--- src/design/bbf_pkg.sv ---
package bbf_pkg;

   // ------------------------------------------------------------
   // timing, all figures in ns, cycle counts derived (round up)
   // ------------------------------------------------------------
   localparam int CLK_NS = 100;
   localparam int T_WP_NS = 40;    // write strobe low width
   localparam int T_WPH_NS = 10;   // write strobe high width
   localparam int T_ACC_NS = 150;  // read access from strobes
   localparam int T_HZ_NS = 55;    // chip select high to data float
   localparam int T_PS_NS = 480;   // power-down release to first write
   localparam int T_PWH_NS = 600;  // power-down release to first read
   localparam int SYNC_STAGES = 2;
   localparam logic [3:0] CYC_WP = 4'((T_WP_NS + CLK_NS - 1) / CLK_NS);
   localparam logic [3:0] CYC_WPH = 4'((T_WPH_NS + CLK_NS - 1) / CLK_NS);
   localparam logic [3:0] CYC_ACC = 4'((T_ACC_NS + CLK_NS - 1) / CLK_NS + SYNC_STAGES);
   localparam logic [3:0] CYC_HZ = 4'((T_HZ_NS + CLK_NS - 1) / CLK_NS);
   localparam int T_WAKE_NS = (T_PS_NS > T_PWH_NS) ? T_PS_NS : T_PWH_NS;
   localparam logic [3:0] CYC_WAKE = 4'((T_WAKE_NS + CLK_NS - 1) / CLK_NS);

   // ------------------------------------------------------------
   // device command codes
   // ------------------------------------------------------------
   localparam logic [7:0] CMD_READ_ARRAY = 8'hFF;
   localparam logic [7:0] CMD_PROG_SETUP = 8'h40;
   localparam logic [7:0] CMD_READ_STATUS = 8'h70;
   localparam logic [7:0] CMD_CLEAR_STATUS = 8'h50;
   localparam logic [7:0] CMD_ERASE_SETUP = 8'h20;
   localparam logic [7:0] CMD_CONFIRM = 8'hD0;
   localparam logic [7:0] CMD_SUSPEND = 8'hB0;
   localparam logic [7:0] CMD_IDENT = 8'h90;

   // device operation_status bit positions
   localparam int FSR_READY = 7;
   localparam int FSR_ERASE_FAIL = 5;
   localparam int FSR_PROG_FAIL = 4;
   localparam int FSR_SUPPLY_LOW = 3;

   // ------------------------------------------------------------
   // controller registers on APB
   // ------------------------------------------------------------
   localparam logic [7:0] REG_CTRL = 8'h00;
   localparam logic [7:0] REG_ADDR = 8'h04;
   localparam logic [7:0] REG_WDATA = 8'h08;
   localparam logic [7:0] REG_STATUS = 8'h0C;
   localparam int CTRL_START_BIT = 0;
   localparam int CTRL_OP_LSB = 1;
   localparam int CTRL_PD_BIT = 8;
   localparam int STAT_BUSY_BIT = 0;
   localparam int STAT_REFUSED_BIT = 1;
   localparam int STAT_SUPPLY_BIT = 2;
   localparam int STAT_SEQERR_BIT = 3;
   localparam int STAT_DATA_LSB = 8;
   localparam int ADDR_W = 17;

   // operations that software can order
   typedef enum logic [3:0] {
      OP_WRITE = 4'h0,
      OP_READ = 4'h1,
      OP_ARRAY = 4'h2,
      OP_PROGRAM = 4'h3,
      OP_ERASE = 4'h4,
      OP_STATUS = 4'h5,
      OP_CLEAR = 4'h6,
      OP_IDENT = 4'h7,
      OP_SUSPEND = 4'h8,
      OP_RESUME = 4'h9
   } bbf_op_e;

   // pins driven towards the flash
   typedef struct packed {
      logic [ADDR_W-1:0] addr;
      logic [7:0] dq_o;
      logic dq_oe;
      logic ce_n;
      logic oe_n;
      logic we_n;
      logic powerdown_n;
   } bbf_pins_s;

   // one bus sequence: up to two writes, optionally a read
   typedef struct packed {
      logic [7:0] first;
      logic [7:0] second;
      logic first_write;
      logic two_writes;
      logic then_read;
   } bbf_seq_s;

endpackage

--- src/design/bbf_host.sv ---
// Implementation choices: the APB interface to the registers and the placing of the registers.
`timescale 1ns/10ps
module bbf_host
#(
   parameter int ADDR_W = 17
)
(
   input wire logic CLK,
   input wire logic RST,
   input wire logic PSEL,
   input wire logic PENABLE,
   input wire logic PWRITE,
   input wire logic [7:0] PADDR,
   input wire logic [31:0] PWDATA,
   output logic [31:0] PRDATA,
   output logic PREADY,
   output logic PSLVERR,
   output bbf_pkg::bbf_pins_s FLASH_O,
   input wire logic [7:0] FLASH_DQ_I
);

   if (ADDR_W != bbf_pkg::ADDR_W) begin : g_bad_width
      $error("address width must match the pin struct");
   end

   typedef enum logic [7:0] {
      ST_IDLE = 8'h01,
      ST_WAKE = 8'h02,
      ST_WSET = 8'h04,
      ST_WLOW = 8'h08,
      ST_WHIGH = 8'h10,
      ST_RSET = 8'h20,
      ST_RWAIT = 8'h40,
      ST_RDONE = 8'h80
   } bbf_state_e;

   // ------------------------------------------------------------
   // bus sequence for each operation
   // ------------------------------------------------------------
   function automatic bbf_pkg::bbf_seq_s seq_of(input bbf_pkg::bbf_op_e op,
                                                input logic [7:0] wd);
      bbf_pkg::bbf_seq_s s;
      s = '{first: wd, second: wd, first_write: 1'b1, two_writes: 1'b0, then_read: 1'b0};
      case (op)
         bbf_pkg::OP_READ: s.first_write = 1'b0;
         bbf_pkg::OP_ARRAY: s.first = bbf_pkg::CMD_READ_ARRAY;
         bbf_pkg::OP_PROGRAM:
         begin
            s.first = bbf_pkg::CMD_PROG_SETUP;
            s.two_writes = 1'b1;
         end
         bbf_pkg::OP_ERASE:
         begin
            s.first = bbf_pkg::CMD_ERASE_SETUP;
            s.second = bbf_pkg::CMD_CONFIRM;
            s.two_writes = 1'b1;
         end
         bbf_pkg::OP_STATUS:
         begin
            s.first = bbf_pkg::CMD_READ_STATUS;
            s.then_read = 1'b1;
         end
         bbf_pkg::OP_CLEAR: s.first = bbf_pkg::CMD_CLEAR_STATUS;
         bbf_pkg::OP_IDENT:
         begin
            s.first = bbf_pkg::CMD_IDENT;
            s.then_read = 1'b1;
         end
         bbf_pkg::OP_SUSPEND: s.first = bbf_pkg::CMD_SUSPEND;
         bbf_pkg::OP_RESUME: s.first = bbf_pkg::CMD_CONFIRM;
         default: s.first = wd;
      endcase
      return s;
   endfunction

   // ------------------------------------------------------------
   // data pin synchroniser
   // ------------------------------------------------------------
   logic [7:0] dq_meta_q;
   logic [7:0] dq_sync_q;

   // the flash answers asynchronously, so two flops before any use
   always_ff @(posedge CLK)
   begin
      dq_meta_q <= FLASH_DQ_I;
      dq_sync_q <= dq_meta_q;
   end

   // ------------------------------------------------------------
   // registers and sequencer state
   // ------------------------------------------------------------
   logic [ADDR_W-1:0] addr_q, addr_d;
   logic [7:0] wdata_q, wdata_d;
   logic [3:0] op_q, op_d;
   logic pd_q, pd_d;
   logic refused_q, refused_d;
   logic supply_q, supply_d;
   logic seqerr_q, seqerr_d;
   logic [7:0] rdata_q, rdata_d;
   logic [31:0] prdata_q, prdata_d;
   bbf_state_e state_q, state_d;
   logic [3:0] cnt_q, cnt_d;
   logic step_q, step_d;
   bbf_pkg::bbf_seq_s seq_q, seq_d;
   bbf_pkg::bbf_pins_s pins_q, pins_d;
   logic bus_wr;
   logic bus_rd;
   logic hit;
   logic busy;
   logic start;
   bbf_pkg::bbf_op_e new_op;

   assign bus_wr = PSEL && PENABLE && PWRITE;
   assign bus_rd = PSEL && !PENABLE && !PWRITE;
   assign hit = PADDR == bbf_pkg::REG_CTRL || PADDR == bbf_pkg::REG_ADDR
             || PADDR == bbf_pkg::REG_WDATA || PADDR == bbf_pkg::REG_STATUS;
   assign busy = state_q != ST_IDLE;
   assign new_op = bbf_pkg::bbf_op_e'(PWDATA[bbf_pkg::CTRL_OP_LSB +: 4]);
   assign start = bus_wr && PADDR == bbf_pkg::REG_CTRL && !busy && !pd_q
               && PWDATA[bbf_pkg::CTRL_START_BIT];

   // register file; writes ignored while a sequence runs
   always_comb
   begin
      addr_d = addr_q;
      wdata_d = wdata_q;
      op_d = op_q;
      pd_d = pd_q;
      prdata_d = prdata_q;
      if (bus_wr && !busy)
      begin
         case (PADDR)
            bbf_pkg::REG_CTRL:
            begin
               op_d = PWDATA[bbf_pkg::CTRL_OP_LSB +: 4];
               pd_d = PWDATA[bbf_pkg::CTRL_PD_BIT];
            end
            bbf_pkg::REG_ADDR: addr_d = PWDATA[ADDR_W-1:0];
            bbf_pkg::REG_WDATA: wdata_d = PWDATA[7:0];
            default: ;
         endcase
      end
      // read data is set up in the setup cycle, so the access phase has it ready
      if (bus_rd)
      begin
         prdata_d = 32'h0000_0000;
         case (PADDR)
            bbf_pkg::REG_CTRL:
            begin
               prdata_d[bbf_pkg::CTRL_OP_LSB +: 4] = op_q;
               prdata_d[bbf_pkg::CTRL_PD_BIT] = pd_q;
            end
            bbf_pkg::REG_ADDR: prdata_d[ADDR_W-1:0] = addr_q;
            bbf_pkg::REG_WDATA: prdata_d[7:0] = wdata_q;
            bbf_pkg::REG_STATUS:
            begin
               prdata_d[bbf_pkg::STAT_BUSY_BIT] = busy || pd_q;
               prdata_d[bbf_pkg::STAT_REFUSED_BIT] = refused_q;
               prdata_d[bbf_pkg::STAT_SUPPLY_BIT] = supply_q;
               prdata_d[bbf_pkg::STAT_SEQERR_BIT] = seqerr_q;
               prdata_d[bbf_pkg::STAT_DATA_LSB +: 8] = rdata_q;
            end
            default: ;
         endcase
      end
   end

   // ------------------------------------------------------------
   // pin sequencer
   // ------------------------------------------------------------
   // strobes idle high; data driven only inside write cycles
   always_comb
   begin
      state_d = state_q;
      cnt_d = cnt_q;
      step_d = step_q;
      seq_d = seq_q;
      pins_d = pins_q;
      rdata_d = rdata_q;
      supply_d = supply_q;
      seqerr_d = seqerr_q;
      refused_d = refused_q;
      // software clears refused by writing one; a new refusal wins
      if (bus_wr && PADDR == bbf_pkg::REG_STATUS && PWDATA[bbf_pkg::STAT_REFUSED_BIT])
      begin
         refused_d = 1'b0;
      end
      pins_d.powerdown_n = !pd_q;
      case (state_q)
         ST_IDLE:
         begin
            pins_d.ce_n = 1'b1;
            pins_d.oe_n = 1'b1;
            pins_d.we_n = 1'b1;
            pins_d.dq_oe = 1'b0;
            if (pd_q && !pd_d)
            begin
               // leaving power-down: device restarts in array read
               state_d = ST_WAKE;
               cnt_d = bbf_pkg::CYC_WAKE;
            end
            else if (start && supply_q
                     && (new_op == bbf_pkg::OP_PROGRAM || new_op == bbf_pkg::OP_ERASE))
            begin
               refused_d = 1'b1;
            end
            else if (start)
            begin
               seq_d = seq_of(new_op, wdata_q);
               step_d = 1'b0;
               pins_d.addr = addr_q;
               if (new_op == bbf_pkg::OP_CLEAR)
               begin
                  supply_d = 1'b0;
                  seqerr_d = 1'b0;
               end
               state_d = seq_d.first_write ? ST_WSET : ST_RSET;
            end
         end
         ST_WAKE:
         begin
            cnt_d = cnt_q - 4'h1;
            if (cnt_q == 4'h1)
            begin
               state_d = ST_IDLE;
            end
         end
         ST_WSET:
         begin
            // select first, output strobe held high, data set up
            pins_d.ce_n = 1'b0;
            pins_d.oe_n = 1'b1;
            pins_d.dq_oe = 1'b1;
            pins_d.dq_o = step_q ? seq_q.second : seq_q.first;
            state_d = ST_WLOW;
            cnt_d = bbf_pkg::CYC_WP;
         end
         ST_WLOW:
         begin
            pins_d.we_n = 1'b0;
            cnt_d = cnt_q - 4'h1;
            if (cnt_q == 4'h1)
            begin
               state_d = ST_WHIGH;
               cnt_d = bbf_pkg::CYC_WPH;
            end
         end
         ST_WHIGH:
         begin
            // data latched on the rising write strobe, so select, address and data
            // stay one more period; releasing them with the strobe loses the command
            pins_d.we_n = 1'b1;
            cnt_d = cnt_q - 4'h1;
            if (cnt_q == 4'h0)
            begin
               pins_d.dq_oe = 1'b0;
               pins_d.ce_n = 1'b1;
               if (seq_q.two_writes && !step_q)
               begin
                  step_d = 1'b1;
                  state_d = ST_WSET;
               end
               else if (seq_q.then_read)
               begin
                  state_d = ST_RSET;
               end
               else
               begin
                  state_d = ST_IDLE;
               end
            end
         end
         ST_RSET:
         begin
            // never drive the bus while the device may be driving it
            pins_d.dq_oe = 1'b0;
            pins_d.we_n = 1'b1;
            pins_d.ce_n = 1'b0;
            pins_d.oe_n = 1'b0;
            state_d = ST_RWAIT;
            cnt_d = bbf_pkg::CYC_ACC;
         end
         ST_RWAIT:
         begin
            cnt_d = cnt_q - 4'h1;
            if (cnt_q == 4'h1)
            begin
               rdata_d = dq_sync_q;
               if (seq_q.first == bbf_pkg::CMD_READ_STATUS && seq_q.then_read)
               begin
                  supply_d = dq_sync_q[bbf_pkg::FSR_SUPPLY_LOW];
                  seqerr_d = dq_sync_q[bbf_pkg::FSR_ERASE_FAIL]
                          && dq_sync_q[bbf_pkg::FSR_PROG_FAIL];
               end
               state_d = ST_RDONE;
               cnt_d = bbf_pkg::CYC_HZ;
            end
         end
         ST_RDONE:
         begin
            // strobes back high so the next read latches fresh status
            pins_d.ce_n = 1'b1;
            pins_d.oe_n = 1'b1;
            cnt_d = cnt_q - 4'h1;
            if (cnt_q == 4'h1)
            begin
               state_d = ST_IDLE;
            end
         end
         default: state_d = ST_IDLE;
      endcase
   end

   // ------------------------------------------------------------
   // state registers
   // ------------------------------------------------------------
   always_ff @(posedge CLK)
   begin
      if (RST)
      begin
         addr_q <= '0;
         wdata_q <= 8'h00;
         op_q <= 4'h0;
         pd_q <= 1'b0;
         refused_q <= 1'b0;
         supply_q <= 1'b0;
         seqerr_q <= 1'b0;
         rdata_q <= 8'h00;
         prdata_q <= 32'h0000_0000;
         state_q <= ST_IDLE;
         cnt_q <= 4'h0;
         step_q <= 1'b0;
         seq_q <= '0;
         pins_q <= '{addr: '0, dq_o: 8'h00, dq_oe: 1'b0, ce_n: 1'b1, oe_n: 1'b1,
                     we_n: 1'b1, powerdown_n: 1'b1};
      end
      else
      begin
         addr_q <= addr_d;
         wdata_q <= wdata_d;
         op_q <= op_d;
         pd_q <= pd_d;
         refused_q <= refused_d;
         supply_q <= supply_d;
         seqerr_q <= seqerr_d;
         rdata_q <= rdata_d;
         prdata_q <= prdata_d;
         state_q <= state_d;
         cnt_q <= cnt_d;
         step_q <= step_d;
         seq_q <= seq_d;
         pins_q <= pins_d;
      end
   end

   // zero-wait slave; unmapped offsets answer with an error
   assign PREADY = 1'b1;
   assign PSLVERR = PSEL && PENABLE && !hit;
   assign PRDATA = prdata_q;
   assign FLASH_O = pins_q;

endmodule

--- config.mk ---
export PLATFORM = sky130hd
export DESIGN_NAME = bbf_host
export DESIGN_NICKNAME = d
export VERILOG_FILES = /design/src/design/bbf_pkg.sv /design/src/design/bbf_host.sv
export SDC_FILE = /design/constraint.sdc
export NUM_CORES = 1
export LEC_CHECK = 0
export BUFFER_PORTS_ARGS = -buffer_cell sky130_fd_sc_hd__buf_4
export CAP_MARGIN = 20
export CORE_ASPECT_RATIO = 1.1
export CORE_MARGIN = 4
export CORE_UTILIZATION = 35
export CTS_CLUSTER_SIZE = 25
export DETAILED_ROUTE_END_ITERATION = 8
export GPL_TIMING_DRIVEN = 0
export PLACE_DENSITY = 0.56
export SLEW_MARGIN = 0
export SYNTH_ARGS = -nofsm -noshare
export SYNTH_HDL_FRONTEND = slang
export SYNTH_SLANG_ARGS = --single-unit
--- constraint.sdc ---
create_clock -name CLK -period 3.65 [get_ports CLK]
set_clock_uncertainty 0.1 [all_clocks]
set_input_delay 0.73 -clock CLK [delete_from_list [all_inputs] [get_ports CLK]]
set_output_delay 0.73 -clock CLK [all_outputs]
set_load 0.01 [all_outputs]
==> results.toml, run 1 <==
[critical_path]
critical_path_arrival_ps = 3540
cp_slowest_cell = "nor4_1"
cp-start-kind = "flip-flop"
worstSetupPathType = "reg2reg"
end_kind = "flip-flop"
crit_chain = "clkbuf_1 -> nor4_1 -> nand3_1 -> or4_4 -> buf_6 -> or3_1 -> buf_6 -> nor3_1 -> nor3_1"
slowest_delay_ps = 770
crit_fanout = 10
ff2ff_setup_slack_ps = 290
crit_required_ps = 3830

[clock_network]
cts_buffers = 17
worstSkewPairLatency_ps = 420
post_cts_resized = 0
htreeDepth = 4
cts.sinks = 135
postCtsSetupBuffers = 0
root_buffer = "clkbuf_16"
ctsLongestPathBuffers = 2
clkSlewWorstSetupHoldPaths_ps = 60
cts_hold_buf = 0
cts_tree = "yes"

[drt]
drt_iter0_drc = 356
drc = 0
wire_per_inst_um = 16.78
via_per_inst = 5.163
routed_wl_mm = 16.73
firstDrtPassIters = 5
num_vias = 5148
drtAntennaViolNets = 0

[cells_and_area]
area.growth.synth_to_final_pct = 27.77
seq_area_um2 = 2703
antennaDiodeCount = 0
final_common_cell = "dfxtp_1"
fin_area_um2 = 7253
num-fill-cells = 1584
multiInputGateArea_um2 = 2689
final_cell_mix = "135 x dfxtp_1, 108 x nand2_1, 103 x buf_4"
layout.nets = 840
final_util = 0.4592
drive_gt1_frac = 0.1907

[power_and_ir_drop]
power_uw = 3525
ir_drop_v = 0.0003846
leakagePower_uw = 0.002785
power_density_nw_per_um2 = 485.9

[sta]
worst_slew_pin_slew_ps = 1015
setup_violations = 0
hold_viol = 0
fin_hold_ws_ps = 226.2
rsz0062_at_grt = "no"
fin_crit_sh = 0.9206
slew_violations = 0
relSlewSlack = 0.3207
fin_crit_ps = 3360
setup_tns_ps = 0
clock.fmax_ghz = 0.2976

[logic_synthesis]
synth_top_flop_cell = "dfxtp_1"
synth_area_um2 = 5677
ys_ff_latch = 135
synth_edf_count = 0
syn_avg_cell_area_um2 = 8.524
seq_area_frac_synth = 0.4761
yosys_warnings = 0
async_reset_ff_frac = 0
yosysUniqueCellTypes = 60
synth_cells = 666

[global_routing]
grt-ovfl-total = 0
antenna_found_initial = 0
grt_start_max_net_pins = 17
grt_usage = 0.1848
grt_pass1_wl_mm = 26.04
grt_pass1_vias = 4846

[placement]
gp_congestion = 0.8865
numPortBuffers = 85
postPlaceCellArea_um2 = 6624
dp.final_hpwl_mm = 12.50

[run]
cap_violations = 0

[die]
die_h_um = 141.6
core-area_um2 = 15800
rows = 48
die_x_um = 129.4
pin_count = 117
die_area_um2 = 18320
initial_core_util = 0.3594

[min_path]
hold_class = "reg2reg"

[run_status]
status = "finished clean"
[power by group]
| part | internal (uW) | switching [uW] |
|---|---|---|
| clock | 1150 | 677 |
| sequential | 1490 | 8.43 |
| combinational | 79.1 | 120 |
| total | 2720 | 806 |
[per-layer routing]
metal | wire length [um] | track usage
met5 | 0 | 0
met4 | 319 | 0.06346
met3 | 946 | 0.05120
met2 | 8031 | 0.2948
met1 | 7434 | 0.2411
[flip-flops by register name, indices dropped and copies added, names as in the netlist]
signal	flops
FLASH_O	30
supply_q	1
op_q	4
pd_q	1
rdata_q	8
dq_sync_q	8
cnt_q	4
step_q	1
seq_q	18
dq_meta_q	8
seqerr_q	1
wdata_q	8
PRDATA	17
refused_q	1
state_q	8
addr_q	17
[synthesized netlist by cell type, drive strengths merged, types with 8 or more instances]
master,instances,area share
a211oi,17,0.023
a21oi,61,0.054
a22oi,11,0.015
and3,9,0.0099
buf,27,0.035
clkbuf,33,0.022
dfxtp,135,0.48
mux2i,32,0.056
nand2,108,0.071
nand3,18,0.016
nor2,76,0.050
nor2b,8,0.0088
nor3,29,0.028
o21ai,11,0.0097
[final timing paths]
kind | startpoint | to | depth (start not counted)
worst max-delay path | state_q[4]$_SDFFE_PP0P_ | seq_q[9]$_SDFFE_PP0P_ | 9
worst min-delay path | dq_meta_q[6]$_DFF_P_ | dq_sync_q[6]$_DFF_P_ | 0
worst max register to register | state_q[4]$_SDFFE_PP0P_ | seq_q[9]$_SDFFE_PP0P_ | 9
worst min register to register | dq_meta_q[6]$_DFF_P_ | dq_sync_q[6]$_DFF_P_ | 0
[critical path, delay by kind of cell (launching register included)]
family        cells  cell delay, ps
buf+inv           3             520
flops             1             290
simple gates      6            2310
[final cells by class]
cell class,count,area share
buffer,60,0.04485
clock buffer,18,0.05917
clock inverter,13,0.02691
inverter,5,0.002588
multi-input combinational,480,0.3707
sequential,135,0.3726
tap,200,0.03450
timing repair buffer,86,0.08867
[cell families (layout without fill, tap and decap cells)]
logic type               count (synthesis)  in the layout  synth area share
AO/OA/AOI/OAI                          137            137            0.1561
XOR/XNOR                                 5              5          0.007714
adder cells (fa/ha/maj)                  2              2          0.004407
buffers and inverters                   65            182           0.06061
flip-flops                             135            135            0.4761
multiplexers                            34             34           0.06039
other                                    2             16          0.001323
AND/OR/NAND/NOR                        286            286            0.2334
[through the flow]
| step | setup slack (ps) | std cells |
|---|---|---|
| floorplan | 242.1 | 680 |
| global placement | -105.4 | 965 |
| detailed placement | -123.6 | 965 |
| CTS | 297.9 | 996 |
| global route | 84.46 | 997 |
| finish | 290.0 | 997 |
Power figures use the tool's default switching activity.
==> run 2: changes to the inputs <==
--- a/config.mk
+++ b/config.mk
@@ -8,13 +8,11 @@
 export BUFFER_PORTS_ARGS = -buffer_cell sky130_fd_sc_hd__buf_4
 export CAP_MARGIN = 20
 export CORE_ASPECT_RATIO = 1.1
-export CORE_MARGIN = 4
-export CORE_UTILIZATION = 35
+export CORE_UTILIZATION = 30
 export CTS_CLUSTER_SIZE = 25
 export DETAILED_ROUTE_END_ITERATION = 8
 export GPL_TIMING_DRIVEN = 0
-export PLACE_DENSITY = 0.56
-export SLEW_MARGIN = 0
+export PLACE_DENSITY = 0.5
 export SYNTH_ARGS = -nofsm -noshare
 export SYNTH_HDL_FRONTEND = slang
 export SYNTH_SLANG_ARGS = --single-unit
==> run 2 against run 1 <==
  * Via count grew 1.1%
  * Global-route usage shrank 0.30 points
  * Non-clock buffer count did not move
  * Clock power is 5% lower
  * First-iteration DRC count fell by 5.1%
  * Sequential share of layout area shrank 0.16 points
  * Total power is 2.5% lower
  * Combinational power up 2%
  * Largest power group unchanged
==> results.toml, run 2 (synthesized netlist as in run 1, its figures left out) <==
[run_status]
status = "finished clean"

[clock_network]
cts_buffers = 17
postCtsSetupBuffers = 0
clkSlewWorstSetupHoldPaths_ps = 60
cts_tree = "yes"
root_buffer = "clkbuf_16"
worstSkewPairLatency_ps = 430
cts.sinks = 135
htreeDepth = 4
ctsLongestPathBuffers = 2

[drt]
firstDrtPassIters = 5
wire_per_inst_um = 16.55
num_vias = 5207
drc = 0
drt_iter0_drc = 338
routed_wl_mm = 17.21
drtAntennaViolNets = 0
via_per_inst = 5.007

[die]
pin_count = 117
core-area_um2 = 18480
die_x_um = 133.2
rows = 52
die_area_um2 = 19480
die_h_um = 146.3
initial_core_util = 0.3072

[global_routing]
use_met2 = 0.2982
grt-ovfl-total = 0
grt_pass1_vias = 5007
grt_start_max_net_pins = 17
busiest_layer = "met2"
antenna_found_initial = 0
grtUsageMet1 = 0.2279
met3_usage = 0.04688
grt_usage = 0.1818
grt_pass1_wl_mm = 27.01

[critical_path]
cp_common_cell = "buf_2"
critical_path_arrival_ps = 3630
cp-start-kind = "input port"
reg2reg_from = "state_q[6]$_SDFFE_PP0P_"
slowest_delay_ps = 580
cp_top_family = "simple AND/OR/NAND/NOR gates"
end_kind = "flip-flop"
crit_required_ps = 3900
crit_fanout = 10
worstSetupPathType = "in2reg"
crit_buf_inv = 4
critPathLaunch = "PADDR[1]"
cp_slowest_cell = "or4_1"
crit_chain = "buf_4 -> or4_1 -> or4b_1 -> buf_2 -> or4_4 -> buf_6 -> nor3_4 -> buf_2 -> nand2_1 -> a21oi_1"

[cells_and_area]
fin_area_um2 = 7284
multiInputGateArea_um2 = 2695
seq_area_um2 = 2703
num-fill-cells = 1947
largest_register_ffs = 30
antennaDiodeCount = 0
area.growth.synth_to_final_pct = 28.32
stdcell_count = 1040
final_cell_mix = "135 x dfxtp_1, 108 x nand2_1, 103 x buf_4"
final_common_cell = "dfxtp_1"
drive_gt1_frac = 0.1932
layout.nets = 840

[sta]
rsz0062_at_grt = "no"
fin_crit_sh = 0.9284
clock.fmax_ghz = 0.2951
slew_violations = 0
worst_slew_pin_slew_ps = 999.2
setup_tns_ps = 0
hold_viol = 0
relSlewSlack = 0.3321
fin_crit_ps = 3389
fin_hold_ws_ps = 226.1
setup_violations = 0

[placement]
gp_congestion = 0.8381
dp.cells = 1008
dp.final_hpwl_mm = 12.85
numPortBuffers = 85
postPlaceCellArea_um2 = 6678

[min_path]
min_from = "dq_meta_q[0]$_DFF_P_"
hold_class = "reg2reg"

[run]
cap_violations = 0

[power_and_ir_drop]
power_density_nw_per_um2 = 471.8
ir_drop_v = 0.0003084
leakagePower_uw = 0.002770
## run 2: cell count changes in the layout (fill, tap and decap cells not counted), sizes merged
cell / delta
clkinvlp: +1
bufinv: -2
clkbuf: +2
inv: -1
clkinv: +1
buf: -1
## run 2: final cells by class
| cell class | instances | share of cell area |
|---|---|---|
| Tap cell | 243 | 0.04174 |
| Timing Repair Buffer | 86 | 0.08829 |
| Multi-Input combinational cell | 480 | 0.3700 |
| Inverter | 5 | 0.002576 |
| Buffer | 60 | 0.04466 |
| Clock buffer | 19 | 0.06218 |
| Clock inverter | 12 | 0.01958 |
| Sequential cell | 135 | 0.3710 |
## run 2: worst reg2reg max path: cells and delay by family (launching register included)
family / cells / cell delay, ps
AND/OR/NAND/NOR: 5 / 1880
buffers and inverters: 3 / 720
flip-flops: 1 / 290
AO/OA/AOI/OAI: 1 / 160
## run 2: path summary, 6_finish.rpt
kind              slack (ps)                  endpoint  cells past startpoint
setup / recovery         260  FLASH_O[27]$_SDFFE_PP0P_                     10
hold reg to reg          230      dq_sync_q[0]$_DFF_P_                      0
hold / removal           230      dq_sync_q[0]$_DFF_P_                      0
setup reg to reg         420  FLASH_O[27]$_SDFFE_PP0P_                      9
## run 2: what timing repair did
action	4_1_cts	5_1_grt
gates resized for setup	0	1
hold endpoints to repair	0	0
setup endpoints to repair	0	4
hold buffers	0	0
## run 2: stage by stage
stage | setup WS [ps] | power (uW) | utilization
2_1_floorplan | 242.1 | 1644 | -
3_3_place_gp | -160.0 | 1727 | 0.3611
3_5_place_dp | -192.2 | 1730 | 0.3614
4_1_cts | 228.2 | 3468 | 0.3936
5_1_grt | 97.94 | 3564 | 0.3942
6_report | 261.3 | 3437 | 0.3942
## run 2: metal layers
metal,share of wire,wire [um]
met3,0.059,1012
met2,0.48,8263
met4,0.019,333
met5,0,0
met1,0.44,7604
## run 2: where the power goes
group / internal [uW] / leakage (uW) / switching (uW)
Clock: 1050 / 0.000279 / 689
Combinational: 79.5 / 0.00140 / 123
Sequential: 1490 / 0.00109 / 8.81
Total: 2620 / 0.00277 / 821
